**config.mk**
```make
export PLATFORM = sky130hd
export DESIGN_NAME = febp_ctrl
export DESIGN_NICKNAME = d
export VERILOG_FILES = /design/src/febp_pkg.sv /design/src/febp_write_queue.sv /design/src/febp_ctrl.sv
export SDC_FILE = /design/constraint.sdc
export NUM_CORES = 1
export LEC_CHECK = 0
export BUFFER_PORTS_ARGS = -buffer_cell sky130_fd_sc_hd__buf_2
export CAP_MARGIN = 20
export CELL_PAD_IN_SITES_DETAIL_PLACEMENT = 0
export CELL_PAD_IN_SITES_GLOBAL_PLACEMENT = 1
export CORE_MARGIN = 2
export CORE_UTILIZATION = 35
export CTS_BUF_LIST = sky130_fd_sc_hd__clkbuf_8
export DETAILED_ROUTE_END_ITERATION = 10
export PLACE_DENSITY = 0.82
export SLEW_MARGIN = 15
export SYNTH_ARGS = -nofsm -noshare
export SYNTH_HDL_FRONTEND = slang
export SYNTH_SLANG_ARGS = --single-unit
export TNS_END_PERCENT = 10
```
**constraint.sdc**
```tcl
create_clock -name clk -period 1.7 [get_ports clk]
set_input_delay 0.34 -clock clk [delete_from_list [all_inputs] [get_ports clk]]
set_output_delay 0.34 -clock clk [all_outputs]
set_load 0.02 [all_outputs]
```
**src/febp_pkg.sv**
```systemverilog
/*
 * Package for the flash erase, bank select and posted write controller.
 * Assumes an SFR port driven by the core, synchronous to clk.
 */
//
// Behaviour
// - Addresses 0x0000 to 0x7fff always reach the fixed lower 32 KB bank.
// - Addresses 0x8000 to 0xffff reach the bank picked by the two-bit bank select, reset to one.
// - With bank select zero the upper window reaches the lower bank's memory.
// - Writing 0x55 to the erase command starts a page erase of the page set beforehand.
// - Writing 0xaa starts a mass erase only if mass erase was enabled and debug is on.
// - Other erase command values do nothing; the register is write-only and resets to 0x00.
// - The mass erase enable is used up by any 0xaa command, whether it erases or not, and must be set again.
// - The six-bit page number picks page 0 to 63 and must be written before each page erase.
// - With posted writes and the compute engine enabled, one write waits until busy falls.
// - With posted writes or the compute engine disabled, writes go out at once.
// - A pending flag shows a queued write, and writes arriving meanwhile are dropped.
// - With program write enable set, a data store writes the byte to flash and clears the bit.
// - Program write enable cannot be written while interrupts are enabled.
// - No erase or data store is accepted unless the unlock key holds 2; a queued write drains without a key check.
package febp_pkg;
    localparam logic [7:0] FEBP_ERASE_CMD_ADDR  = 8'h94;
    localparam logic [7:0] FEBP_FLASH_CTL_ADDR  = 8'hb2;
    localparam logic [7:0] FEBP_BANK_ADDR       = 8'hb6;
    localparam logic [7:0] FEBP_PAGE_ADDR       = 8'hb7;
    localparam int         FEBP_PWE_BIT         = 0;
    localparam int         FEBP_MEEN_BIT        = 1;
    localparam int         FEBP_PSTWR_BIT       = 2;
    localparam int         FEBP_PEND_BIT        = 3;
    localparam int         FEBP_PAGE_LSB        = 2;
    localparam logic [7:0] FEBP_CMD_PAGE_ERASE  = 8'h55;
    localparam logic [7:0] FEBP_CMD_MASS_ERASE  = 8'haa;
    localparam logic [7:0] FEBP_CMD_RESET       = 8'h00;
    localparam logic [1:0] FEBP_BANK_RESET      = 2'h1;
    localparam logic [5:0] FEBP_PAGE_RESET      = 6'h00;
    localparam logic [3:0] FEBP_UNLOCK_KEY      = 4'h2;
endpackage : febp_pkg

```
**src/febp_write_queue.sv**
```systemverilog
/*
 * One-entry holding slot for a posted flash byte write.
 * Assumes busy from the compute engine is synchronous to clk.
 */
`timescale 1ns/1ps
module febp_write_queue #(
    parameter int AW = 17
) (
    input  wire logic          clk,
    input  wire logic          rst_b,
    input  wire logic          push,
    input  wire logic [AW-1:0] push_addr,
    input  wire logic [7:0]    push_data,
    input  wire logic          drain,
    output logic               full_q,
    output logic [AW-1:0]      addr_q,
    output logic [7:0]         data_q
);
    // Hold the entry; drain and push never coincide since push needs empty
    always_ff @(posedge clk or negedge rst_b) begin
        if (!rst_b) begin
            full_q <= 1'b0;
            addr_q <= '0;
            data_q <= 8'h00;
        end else if (push && !full_q) begin
            full_q <= 1'b1;
            addr_q <= push_addr;
            data_q <= push_data;
        end else if (drain) begin
            full_q <= 1'b0;
        end
    end
endmodule : febp_write_queue

```
**src/febp_ctrl.sv**
```systemverilog
/*
 * Flash controller: bank mapping, keyed erase start, posted byte writes.
 * Assumes an SFR write/read strobe port from the core, a flash array
 * that takes one-cycle erase and write pulses, and compute engine signals.
 */
`timescale 1ns/1ps
module febp_ctrl
    import febp_pkg::*;
#(
    parameter int AW = 17
) (
    input  wire logic        clk,
    input  wire logic        rst_b,
    input  wire logic [7:0]  sfr_addr,
    input  wire logic        sfr_wr,
    input  wire logic [7:0]  sfr_wdata,
    input  wire logic        sfr_rd,
    output logic [7:0]       sfr_rdata_q,
    input  wire logic        irq_global_en,
    input  wire logic        debug_port_en,
    input  wire logic [3:0]  flash_unlock_key,
    input  wire logic [15:0] prog_addr,
    output logic [AW-1:0]    flash_addr_q,
    input  wire logic        xdata_store,
    input  wire logic [15:0] xdata_ptr,
    input  wire logic [7:0]  xdata_acc,
    input  wire logic        ce_enable,
    input  wire logic        ce_busy,
    output logic             flash_wr_q,
    output logic [AW-1:0]    flash_wr_addr_q,
    output logic [7:0]       flash_wr_data_q,
    output logic             page_erase_q,
    output logic             mass_erase_q,
    output logic [5:0]       erase_page_q,
    output logic             program_write_enable_q,
    output logic             posted_write_pending_q
);
    import febp_pkg::*;

    logic [1:0]    upper_bank_select_q;
    logic [5:0]    erase_page_number_q;
    logic          page_valid_q;
    logic          mass_erase_enable_q;
    logic          posted_write_enable_q;
    logic          ce_busy_q;
    logic          unlocked;
    logic          wr_ctl;
    logic          wr_cmd;
    logic          flash_store;
    logic          post_mode;
    logic          busy_fall;
    logic          q_full;
    logic [AW-1:0] q_addr;
    logic [7:0]    q_data;
    logic [AW-1:0] store_addr;

    assign unlocked    = (flash_unlock_key == FEBP_UNLOCK_KEY);
    assign wr_ctl      = sfr_wr && (sfr_addr == FEBP_FLASH_CTL_ADDR);
    assign wr_cmd      = sfr_wr && (sfr_addr == FEBP_ERASE_CMD_ADDR);
    assign flash_store = xdata_store && program_write_enable_q && unlocked;
    assign post_mode   = posted_write_enable_q && ce_enable;
    assign busy_fall   = ce_busy_q && !ce_busy;

    // Map a program or data-pointer address onto the physical array
    function automatic logic [AW-1:0] febp_map(input logic [15:0] a, input logic [1:0] bank);
        logic [AW-1:0] r;
        r = '0;
        if (!a[15] || bank == 2'h0) begin
            r[14:0] = a[14:0];
        end else begin
            r = AW'({bank, a[14:0]});
        end
        return r;
    endfunction : febp_map

    assign store_addr = febp_map(xdata_ptr, upper_bank_select_q);

    // Bank select register
    always_ff @(posedge clk or negedge rst_b) begin
        if (!rst_b) begin
            upper_bank_select_q <= FEBP_BANK_RESET;
        end else if (sfr_wr && sfr_addr == FEBP_BANK_ADDR) begin
            upper_bank_select_q <= sfr_wdata[1:0];
        end
    end

    // Registered program fetch address
    always_ff @(posedge clk or negedge rst_b) begin
        if (!rst_b) begin
            flash_addr_q <= '0;
        end else begin
            flash_addr_q <= febp_map(prog_addr, upper_bank_select_q);
        end
    end

    // Page number, armed by each write and used up by each page erase
    always_ff @(posedge clk or negedge rst_b) begin
        if (!rst_b) begin
            erase_page_number_q <= FEBP_PAGE_RESET;
            page_valid_q        <= 1'b0;
        end else if (sfr_wr && sfr_addr == FEBP_PAGE_ADDR) begin
            erase_page_number_q <= sfr_wdata[7:FEBP_PAGE_LSB];
            page_valid_q        <= 1'b1;
        end else if (wr_cmd && sfr_wdata == FEBP_CMD_PAGE_ERASE) begin
            page_valid_q        <= 1'b0;
        end
    end

    // Mass erase enable, consumed by any mass erase command
    always_ff @(posedge clk or negedge rst_b) begin
        if (!rst_b) begin
            mass_erase_enable_q <= 1'b0;
        end else if (wr_ctl) begin
            mass_erase_enable_q <= sfr_wdata[FEBP_MEEN_BIT];
        end else if (wr_cmd && sfr_wdata == FEBP_CMD_MASS_ERASE) begin
            mass_erase_enable_q <= 1'b0;
        end
    end

    // Posted write enable
    always_ff @(posedge clk or negedge rst_b) begin
        if (!rst_b) begin
            posted_write_enable_q <= 1'b0;
        end else if (wr_ctl) begin
            posted_write_enable_q <= sfr_wdata[FEBP_PSTWR_BIT];
        end
    end

    // Program write enable; self clears after any data store, unlocked or not
    always_ff @(posedge clk or negedge rst_b) begin
        if (!rst_b) begin
            program_write_enable_q <= 1'b0;
        end else if (wr_ctl && !irq_global_en) begin
            program_write_enable_q <= sfr_wdata[FEBP_PWE_BIT];
        end else if (xdata_store && program_write_enable_q) begin
            program_write_enable_q <= 1'b0;
        end
    end

    // Erase start pulses, only for the two keyed patterns
    always_ff @(posedge clk or negedge rst_b) begin
        if (!rst_b) begin
            page_erase_q <= 1'b0;
            mass_erase_q <= 1'b0;
            erase_page_q <= FEBP_PAGE_RESET;
        end else begin
            page_erase_q <= wr_cmd && sfr_wdata == FEBP_CMD_PAGE_ERASE
                            && page_valid_q && unlocked;
            mass_erase_q <= wr_cmd && sfr_wdata == FEBP_CMD_MASS_ERASE
                            && mass_erase_enable_q && debug_port_en && unlocked;
            erase_page_q <= erase_page_number_q;
        end
    end

    // Busy edge detector
    always_ff @(posedge clk or negedge rst_b) begin
        if (!rst_b) begin
            ce_busy_q <= 1'b0;
        end else begin
            ce_busy_q <= ce_busy;
        end
    end

    febp_write_queue #(
        .AW (AW)
    ) u_queue (
        .clk       (clk),
        .rst_b     (rst_b),
        .push      (flash_store && post_mode && !q_full),
        .push_addr (store_addr),
        .push_data (xdata_acc),
        .drain     (q_full && (busy_fall || !post_mode)),
        .full_q    (q_full),
        .addr_q    (q_addr),
        .data_q    (q_data)
    );

    // Flash write port: drain on busy fall, else immediate stores
    always_ff @(posedge clk or negedge rst_b) begin
        if (!rst_b) begin
            flash_wr_q      <= 1'b0;
            flash_wr_addr_q <= '0;
            flash_wr_data_q <= 8'h00;
        end else if (q_full && (busy_fall || !post_mode)) begin
            flash_wr_q      <= 1'b1;
            flash_wr_addr_q <= q_addr;
            flash_wr_data_q <= q_data;
        end else if (flash_store && !post_mode && !q_full) begin
            flash_wr_q      <= 1'b1;
            flash_wr_addr_q <= store_addr;
            flash_wr_data_q <= xdata_acc;
        end else begin
            flash_wr_q      <= 1'b0;
        end
    end

    // Pending flag mirrors queue occupancy
    always_ff @(posedge clk or negedge rst_b) begin
        if (!rst_b) begin
            posted_write_pending_q <= 1'b0;
        end else begin
            posted_write_pending_q <= q_full;
        end
    end

    // Read data; write-only fields read as zero
    always_ff @(posedge clk or negedge rst_b) begin
        if (!rst_b) begin
            sfr_rdata_q <= 8'h00;
        end else if (sfr_rd) begin
            sfr_rdata_q <= 8'h00;
            if (sfr_addr == FEBP_FLASH_CTL_ADDR) begin
                sfr_rdata_q[FEBP_PWE_BIT]   <= program_write_enable_q;
                sfr_rdata_q[FEBP_PSTWR_BIT] <= posted_write_enable_q;
                sfr_rdata_q[FEBP_PEND_BIT]  <= q_full;
            end else if (sfr_addr == FEBP_BANK_ADDR) begin
                sfr_rdata_q[1:0] <= upper_bank_select_q;
            end
        end
    end
endmodule : febp_ctrl

```
# Word-level counts from Yosys, hierarchy flattened

Index checks and enable logic that the tools add are counted.

Bits in registers: 95
Bits of input ports: 69
Output and inout port bits: 61

Equal/unequal tests: 7
Muxes and demuxes: 20
Reductions and logical operators: 37

Operators with widths:

| cell                                          | number |
|---|---|
| == test 8 bit, second input constant          | 5 |
| two-way mux 17 bit                            | 2 |
| logical AND 1 bit                             | 22 |
| two-way mux 8 bit                             | 2 |
| two-way mux 1 bit                             | 12 |
| nonzero test 2 bit                            | 5 |
| == test 8 x 7 -> 1 bit, second input constant | 1 |
| two-way mux 2 bit                             | 4 |
| zero test 1 bit                               | 6 |
| == test 4 x 2 -> 1 bit, second input constant | 1 |
| logical OR 1 bit                              | 3 |
| zero test 2 bit                               | 1 |

# Logic depth before layout (Yosys ltp)

Gate-level depths: netlist (run 1).

Depth after elaboration: 6
Gate-level depth with buffers: 5

# By module

Synthesis (run 1) repeated with hierarchy kept, for this count alone.

Cell total of the unflattened synthesis: 244
Area, all modules: 3968.8 µm²

Modules (own cells, without submodules):

| module           | times used | cells each | area each (µm²) | sequential area each (µm²) |
|---|---|---|---|---|
| febp_ctrl        | 1          | 187        | 2892.8          | 1727.9 |
| febp_write_queue | 1          | 57         | 1076.0          | 650.6 |

# Least setup slack after synthesis (run 1)

Ideal clock, no wire load.

Path kind: register -> register
Start point: reg posted_write_enable_q
End point: reg flash_wr_data_q[3]
Setup time: 0.125 ns
Data arrival time: 1.621 ns
Path slack: -0.046 ns
Stages on the path, launching flop included: 6
Buffers on the path: 1
Path through: dfrtp_1 -> nand2_1 -> o21ai_2 -> buf_4 -> mux2_2 -> mux2_2

Cells in the longest elaborated chain, start to end: 5
Elaborated cells between the ends (all ways): 8
Classes of those cells: mux (1); reduce/logical (7)

RTL lines:

| element                                                 | line                               | RTL |
|---|---|---|
| from (decl)                                             | febp_ctrl.sv:44                    | `logic posted_write_enable_q;` |
| from (signal assigned)                                  | febp_ctrl.sv:125                   | `posted_write_enable_q <= sfr_wdata[FEBP_PSTWR_BIT];` |
| logical AND 1 bit *                                     | febp_ctrl.sv:61                    | `assign post_mode = posted_write_enable_q && ce_enable;` |
| zero test 1 bit *                                       | febp_ctrl.sv:184, febp_ctrl.sv:188 |  |
| logical OR 1 bit or logical AND 1 bit (tied branches)   | febp_ctrl.sv:184, febp_ctrl.sv:188 |  |
| logical AND 1 bit, on equally long branches             | febp_ctrl.sv:184, febp_ctrl.sv:188 |  |
| two-way mux 8 bit or nonzero test 2 bit (tied branches) | n/a                                |  |
| to (signal assigned)                                    | febp_ctrl.sv:187                   | `flash_wr_data_q <= q_data;` |
| to (signal assigned)                                    | febp_ctrl.sv:191                   | `flash_wr_data_q <= xdata_acc;` |
| to (decl)                                               | febp_ctrl.sv:31                    | `output logic [7:0] flash_wr_data_q,` |

Mark *: on every way between the ends. The rest lies on a longest branch, timed or not.
A chain may end at the register's enable or synchronous reset.

# Worst setup path in the final report (run 1)

Start point: reg posted_write_enable_q
End point: reg flash_wr_addr_q[2]

Cells in the longest elaborated chain, start to end: 5
Elaborated cells between the ends (all ways): 8
Classes of those cells: mux (1); reduce/logical (7)

RTL lines:

| element                                                  | line                               | RTL |
|---|---|---|
| logical AND 1 bit *                                      | febp_ctrl.sv:61                    |  |
| zero test 1 bit *                                        | febp_ctrl.sv:184, febp_ctrl.sv:188 |  |
| logical OR 1 bit or logical AND 1 bit (tied branches)    | febp_ctrl.sv:184, febp_ctrl.sv:188 |  |
| logical AND 1 bit, on equally long branches              | febp_ctrl.sv:184, febp_ctrl.sv:188 |  |
| two-way mux 17 bit or nonzero test 2 bit (tied branches) | n/a                                |  |
| to (signal assigned)                                     | febp_ctrl.sv:186                   | `flash_wr_addr_q <= q_addr;` |
| to (signal assigned)                                     | febp_ctrl.sv:190                   | `flash_wr_addr_q <= store_addr;` |
| to (decl)                                                | febp_ctrl.sv:30                    | `output logic [AW-1:0] flash_wr_addr_q,` |

Marked as above.

==> results of run 1 <==
area by class of cell:
| cell class | instances | area (um2) |
|---|---|---|
| clock inverters | 4 | 43.8 |
| fillers | 993 | 5650 |
| well taps | 140 | 175 |
| inverters | 3 | 11.3 |
| repair buffers | 145 | 891 |
| flip-flops and latches | 95 | 2380 |
| multi-input cells | 137 | 1380 |
| clock buffers | 12 | 165 |
metal layers:
layer / global-route usage, % / up-vias
met4: 7.14 / 0
li1: - / 1147
met5: 0 / -
met2: 22.9 / 82
met3: 3.56 / 13
met1: 17.0 / 1230
stage by stage:
| stage | utilization, % | cells |
|---|---|---|
| floorplan | - | 246 |
| global placement | 43.9 | 514 |
| detailed placement | 43.9 | 514 |
| CTS | 46.0 | 532 |
| global route | 47.2 | 536 |
| finish | 47.2 | 536 |
worst max-delay path: cells and delay by family (launching register included):
kind / cells / cell delay [ns]
compound gates: 1 / 0.17
buf+inv: 2 / 0.29
flops: 1 / 0.36
mux: 2 / 0.58
simple gates: 1 / 0.13
worst min path at each step:
stage	start	endpoint	slack, ns	cells after the start
finish	prog_addr[10]	flash_addr_q[10]	0.08	1
global route	prog_addr[1]	flash_addr_q[1]	0.05	1
CTS	prog_addr[10]	flash_addr_q[10]	0.05	1
detailed placement	rst_b	erase_page_number_q[0]	0.27	1
global placement	rst_b	erase_page_number_q[0]	0.27	1
floorplan	rst_b	ce_busy_q	0.04	0
cells by family after synthesis:
kind of cell,count (synthesis)
AND/OR/NAND/NOR,37
other,1
buffers and inverters,14
multiplexers,87
flip-flops,95
AO/OA/AOI/OAI,9
repair_timing:
action,in CTS,in global routing
setup buffers,1,2
endpoints found under the setup margin,14,24
endpoints found under the hold margin,23,0
hold buffers,1,0
pin swaps,1,1
resized for setup,0,12
gates cloned,0,2
cell usage in the layout (no fill, tap or decap), drive strengths merged:
cell type    instances
dfrtp               94
o22ai                2
a21o                 1
conb                 4
nor4b                1
nand2b               1
o2bb2ai              1
bufinv               1
clkbuf              14
inv                  4
and2                 4
nand2                5
nand4bb              1
clkinv               2
nor3                 4
nor4bb               4
or3                  2
and3                 1
nor2b                4
dlygate4sd3          1
and4                 1
nor2                 5
a31o                 2
o21ai                3
dfstp                1
buf                142
nand3                4
mux2                87
flip-flops by register name (all words and copies together) (netlist names), 2 cells and up:
register	count
sfr_rdata_q	4
flash_wr_addr_q	17
flash_wr_data_q	8
u_queue.data_q	8
flash_addr_q	17
erase_page_number_q	6
upper_bank_select_q	2
u_queue.addr_q	17
erase_page_q	6
where the power goes:
part           switching, W  internal, W  leakage, nW
sequential        0.0000156      0.00230         1.28
combinational      0.000162     0.000135         1.31
clock              0.000750     0.000791        0.114
total              0.000928      0.00323         2.71
==> flow_summary_export.csv, run 1 <==
group,metric,value,unit
outcome,outcome,"finished, final reports clean",
sta,fin_setup_tns,0,ns
power_and_ir_drop,power.total,0.00415,W
synth,postSynthCellCount,243,
worst_setup_path,reg2reg_to,"flash_wr_addr_q[2]",
synth,dominantRegCellSynth,"sky130_fd_sc_hd__dfrtp_1",
worst_setup_path,rrSetupSlack,0.05,ns
worst_setup_path,ff2ff_path_depth,6,
drt,mean_number_of_vias_per_cell,4.61,
synth,yosysUniqueCellTypes,31,
sta,setup_slack,0.0462,ns
place,place_congestion,0.764,
drt,detailed_route_wirelength_on_metal3,478,um
clock_tree,cts.sinks,95,
synth,yosys.area.top_type,"sky130_fd_sc_hd__dfrtp_1",
synth,edff_count_synth,0,
worst_setup_path,critPathKind,"reg -> reg",
run,maximum_capacitance_violations,0,
worst_hold_path,min-delay-path-class,"in -> reg",
sta,worst_hold_slack,0.0786,ns
worst_setup_path,crit_path_top_delay_cell,"sky130_fd_sc_hd__dfrtp_1",
clock_tree,clock_latency,0.36,ns
die,ports,130,
synth,postSynth.asyncResetShare,100,%
worst_setup_path,r2r-start,"posted_write_enable_q",
worst_setup_path,critical_path_required,1.94,ns
synth,synth.ff_latch_count,95,
drt,route.antenna.remaining_nets,0,
clock_tree,tritoncts_clock_tree,"done",
sta,post-route-min-period,1.65,ns
worst_setup_path,crit_path_start,"posted_write_enable_q",
die,placeableCoreArea,10700,um2
worst_setup_path,crit_arrival,1.90,ns
die,fp-row-count,38,
worst_setup_path,critical_path.endpoint_type,"register",
place,placement.cell_area,4700,um2
clock_tree,clock_path_buffers,2,
place,dp.final_hpwl,5.59,mm
clock_tree,cts-buffers-inserted,9,
synth,synth-seq-area-share,62.6,%
worst_setup_path,crit_top_cell,"sky130_fd_sc_hd__mux2_2",
grt,grt_remaining_overflow,0,
worst_setup_path,startpoint_type,"register",
drt,wirelength,7.84,mm
grt,grt_max_degree,48,
synth,synth_adder_area_share,0,%
synth,synth_top_family_by_area,"multiplexers",
sta,hold_violation_total_from_the_final_report,0,
layout,antennaDiodeCount,0,
layout,post_route_cells_drive_above_1_share,64.6,%
die,floorplan.die.height,108,um
die,die_span_in_x,108,um
grt,vias_in_the_first_global_route,2627,
drt,wl_met2,3.84,mm
worst_setup_path,timing.critical_path.fanout_max,5,
place,pre_cts_slack,-0.202,ns
synth,synth.cells.most_frequent,"sky130_fd_sc_hd__dfrtp_1, sky130_fd_sc_hd__mux2_2, sky130_fd_sc_hd__buf_4, sky130_fd_sc_hd__nand2_1, sky130_fd_sc_hd__nor2_1",
power_and_ir_drop,worst_ir_drop_vdd,0.370,mV
layout,post-route-cell-area,5050,um2
grt,grt_antenna_before_repair,0,
synth,synth_area_per_cell,15.6,um2
sta,finalMaxSlewViolations,0,
synth,synth_xor_xnor_area_share,0,%
sta,finalSetupViolations,0,
drt,drt_pass1_iterations,4,
drt,wire_per_inst,14.6,um
power_and_ir_drop,cellLeakagePower,2.71,nW
synth,synth-simple-area-share,6.78,%
drt,routedLengthMet1,3.36,mm
place,place.port_buffers,125,
synth,mux_share_of_post_synthesis_cell_area,25.8,%
layout,layout-area-overhead-vs-synth,32.8,%
synth,synth-compound-area-share,2.01,%
grt,grtUsageTotal,13.9,%
sta,setup_skew_after_layout,0.00778,ns
grt,grt_first_pass_wirelength,12.5,mm
worst_setup_path,endpoint,"flash_wr_addr_q[2]",
clock_tree,cts.reportedPaths.clkPinSlew,0.09,ns
drt,vias,2472,
clock_tree,cts_root_buffer,"sky130_fd_sc_hd__clkbuf_8",
synth,synth_area,3800,um2
synth,synthTopCellsByArea,"sky130_fd_sc_hd__dfrtp_1, sky130_fd_sc_hd__mux2_2, sky130_fd_sc_hd__buf_4, sky130_fd_sc_hd__buf_6, sky130_fd_sc_hd__nor4bb_1",
clock_tree,cts.htree.levels,3,
die,initial_utilization,35.5,%
sta,post-route-period-util,97.3,%
synth,post-synth-top-count-cell,"sky130_fd_sc_hd__dfrtp_1",
worst_setup_path,critical_path_cell_list,"nand2_1 -> o21ai_4 -> buf_12 -> clkbuf_16 -> mux2_2 -> mux2_2",
sta,achievable-frequency,605,MHz
worst_setup_path,worst_path_largest_cell_delay,0.36,ns
synth,synth_top_area_share,61.9,%
die,die-area,11700,um2
layout,finish.net_count,460,
power_and_ir_drop,p_per_area,823,nW/um2
drt,top_signal_layer_used,"met4",
synth,yosysWarningCount,0,
drt,initialDrtViolationCount,121,
drt,detail_route.drc_violations,0,
No activity file was read; power rests on OpenSTA's default activity.
==> run 2: changes to the inputs <==
Settings changed: GPL_TIMING_DRIVEN set to 0, REMOVE_ABC_BUFFERS set to 1.
==> flow_summary_export.csv, run 2 (synthesis results as in run 1) <==
group,metric,value,unit
outcome,outcome,"finished, final reports clean",
drt,wirelength,8.04,mm
worst_setup_path,startpoint_type,"register",
drt,wire_per_inst,15.2,um
sta,finalSetupViolations,0,
grt,vias_in_the_first_global_route,2611,
layout,layout_commonest_cell,"sky130_fd_sc_hd__buf_2",
place,dp.final_hpwl,5.53,mm
clock_tree,cts-buffers-inserted,9,
die,ports,130,
layout,finish.net_count,452,
die,fp-row-count,38,
sta,setup_skew_after_layout,0.0107,ns
worst_hold_path,min_to,"flash_addr_q[12]",
worst_setup_path,reg2reg_to,"flash_wr_data_q[0]",
place,placed_cells_incl_taps,503,
die,floorplan.die.height,108,um
layout,layout_cells_excl_fill,528,
power_and_ir_drop,worst_ir_drop_vdd,0.422,mV
worst_hold_path,min_from,"prog_addr[12]",
clock_tree,cts_root_buffer,"sky130_fd_sc_hd__clkbuf_8",
sta,finalMaxSlewViolations,0,
layout,post-route-cell-area,4960,um2
grt,grt_max_degree,52,
sta,rsz0062_at_grt,"yes",
clock_tree,clock_path_buffers,2,
sta,achievable-frequency,596,MHz
drt,vias,2451,
place,place_congestion,0.731,
place,placement.cell_area,4610,um2
grt,grt_remaining_overflow,0,
worst_setup_path,critical_path.endpoint_type,"register",
drt,detail_route.drc_violations,0,
sta,fin_setup_tns,0,ns
clock_tree,clock_latency,0.35,ns
layout,reg_top3,"flash_addr_q: 17 flops, flash_wr_addr_q: 17 flops, u_queue.addr_q: 17 flops",
sta,worst-slew-pin-transition,0.587,ns
sta,post-route-min-period,1.68,ns
sta,post-route-period-util,98.7,%
worst_hold_path,min-delay-path-class,"in -> reg",
layout,nFillCells,990,
place,place.port_buffers,125,
worst_setup_path,rrSetupSlack,0.02,ns
grt,grt_antenna_before_repair,0,
clock_tree,tritoncts_clock_tree,"done",
drt,route.antenna.remaining_nets,0,
drt,drt_pass1_iterations,4,
drt,mean_number_of_vias_per_cell,4.64,
layout,final_core_util,46.4,%
layout,final_cell_mix,"sky130_fd_sc_hd__buf_2, sky130_fd_sc_hd__dfrtp_1, sky130_fd_sc_hd__mux2_2",
worst_setup_path,critPathKind,"reg -> reg",
worst_hold_path,hold_crit_depth,1,
power_and_ir_drop,cellLeakagePower,2.66,nW
worst_setup_path,r2r-start,"posted_write_enable_q",
sta,hold_violation_total_from_the_final_report,0,
run,maximum_capacitance_violations,0,
grt,grt_first_pass_wirelength,12.2,mm
worst_setup_path,timing.critical_path.fanout_max,19,
worst_setup_path,crit_arrival,1.91,ns
layout,antennaDiodeCount,0,
grt,grtUsageTotal,13.8,%
worst_setup_path,ff2ff_path_depth,5,
power_and_ir_drop,p_per_area,795,nW/um2
die,placeableCoreArea,10700,um2
die,die_span_in_x,108,um
die,initial_utilization,35.5,%
layout,layout-area-overhead-vs-synth,30.6,%
clock_tree,cts.htree.levels,3,
die,die-area,11700,um2
layout,post_route_cells_drive_above_1_share,63.4,%
sta,worst_slew_margin_rel,60.9,%
worst_setup_path,critical_path_required,1.93,ns
clock_tree,cts.reportedPaths.clkPinSlew,0.09,ns
clock_tree,cts.sinks,95,
drt,initialDrtViolationCount,46,
[run 2: power by group]
part	leakage, nW	internal, W	switching [W]
Clock	0.0954	0.000597	0.000739
Combinational	1.28	0.000135	0.000161
Sequential	1.28	0.00230	0.0000161
[run 2: worst max-delay path: stages (launching register included)]
cell                        delay (ns)
sky130_fd_sc_hd__dfrtp_1          0.43
sky130_fd_sc_hd__nand2_4          0.10
sky130_fd_sc_hd__o21ai_4          0.19
sky130_fd_sc_hd__clkbuf_16        0.24
sky130_fd_sc_hd__mux2_2           0.34
sky130_fd_sc_hd__mux2_2           0.26
[run 2: metrics by stage]
stage	hold slack, ns	total power, W	worst slack, ns
finish	0.0871	0.00395	0.0222
global route	0.0590	0.00414	-0.0282
CTS	0.0621	0.00401	-0.327
detailed placement	0.363	0.00265	-0.761
global placement	0.356	0.00263	-1.33
floorplan	0.0444	0.00246	-0.433
[run 2: area by class of cell]
type                    count  area, um2  area share [%]
multi-input cells         138       1410            28.3
inverters                   3       11.3           0.227
clock buffers              11        151            3.05
well taps                 140        175            3.53
repair buffers            136        816            16.4
flip-flops and latches     95       2380            47.9
clock inverters             5       26.3           0.529
[run 2: metal layers]
metal | wire length, um | global-route usage, % | vias up
met5 | 0 | 0 | -
met4 | 145 | 6.96 | 0
met3 | 637 | 4.70 | 11
met2 | 3900 | 22.9 | 91
met1 | 3350 | 15.9 | 1216
li1 | - | - | 1133
[run 2: repair_timing]
action	in CTS	in global routing
pin swaps	3	3
hold buffers	1	0
gates resized for setup	4	15
gates cloned	0	1
endpoints found under the setup margin	51	26
hold endpoints to repair	44	0
setup buffers	2	5
[run 2: worst max path at each step]
stage,start,endpoint,slack [ns],cells after the start
2_1_floorplan,posted_write_enable_q,flash_wr_addr_q[0],-0.43,4
3_3_place_gp,ce_enable,flash_wr_data_q[4],-1.33,5
5_1_grt,posted_write_enable_q,flash_wr_addr_q[9],-0.03,5
4_1_cts,flash_unlock_key[2],flash_wr_addr_q[14],-0.33,5
6_report,posted_write_enable_q,flash_wr_data_q[0],0.02,5
3_5_place_dp,flash_unlock_key[0],u_queue.data_q[2],-0.76,6
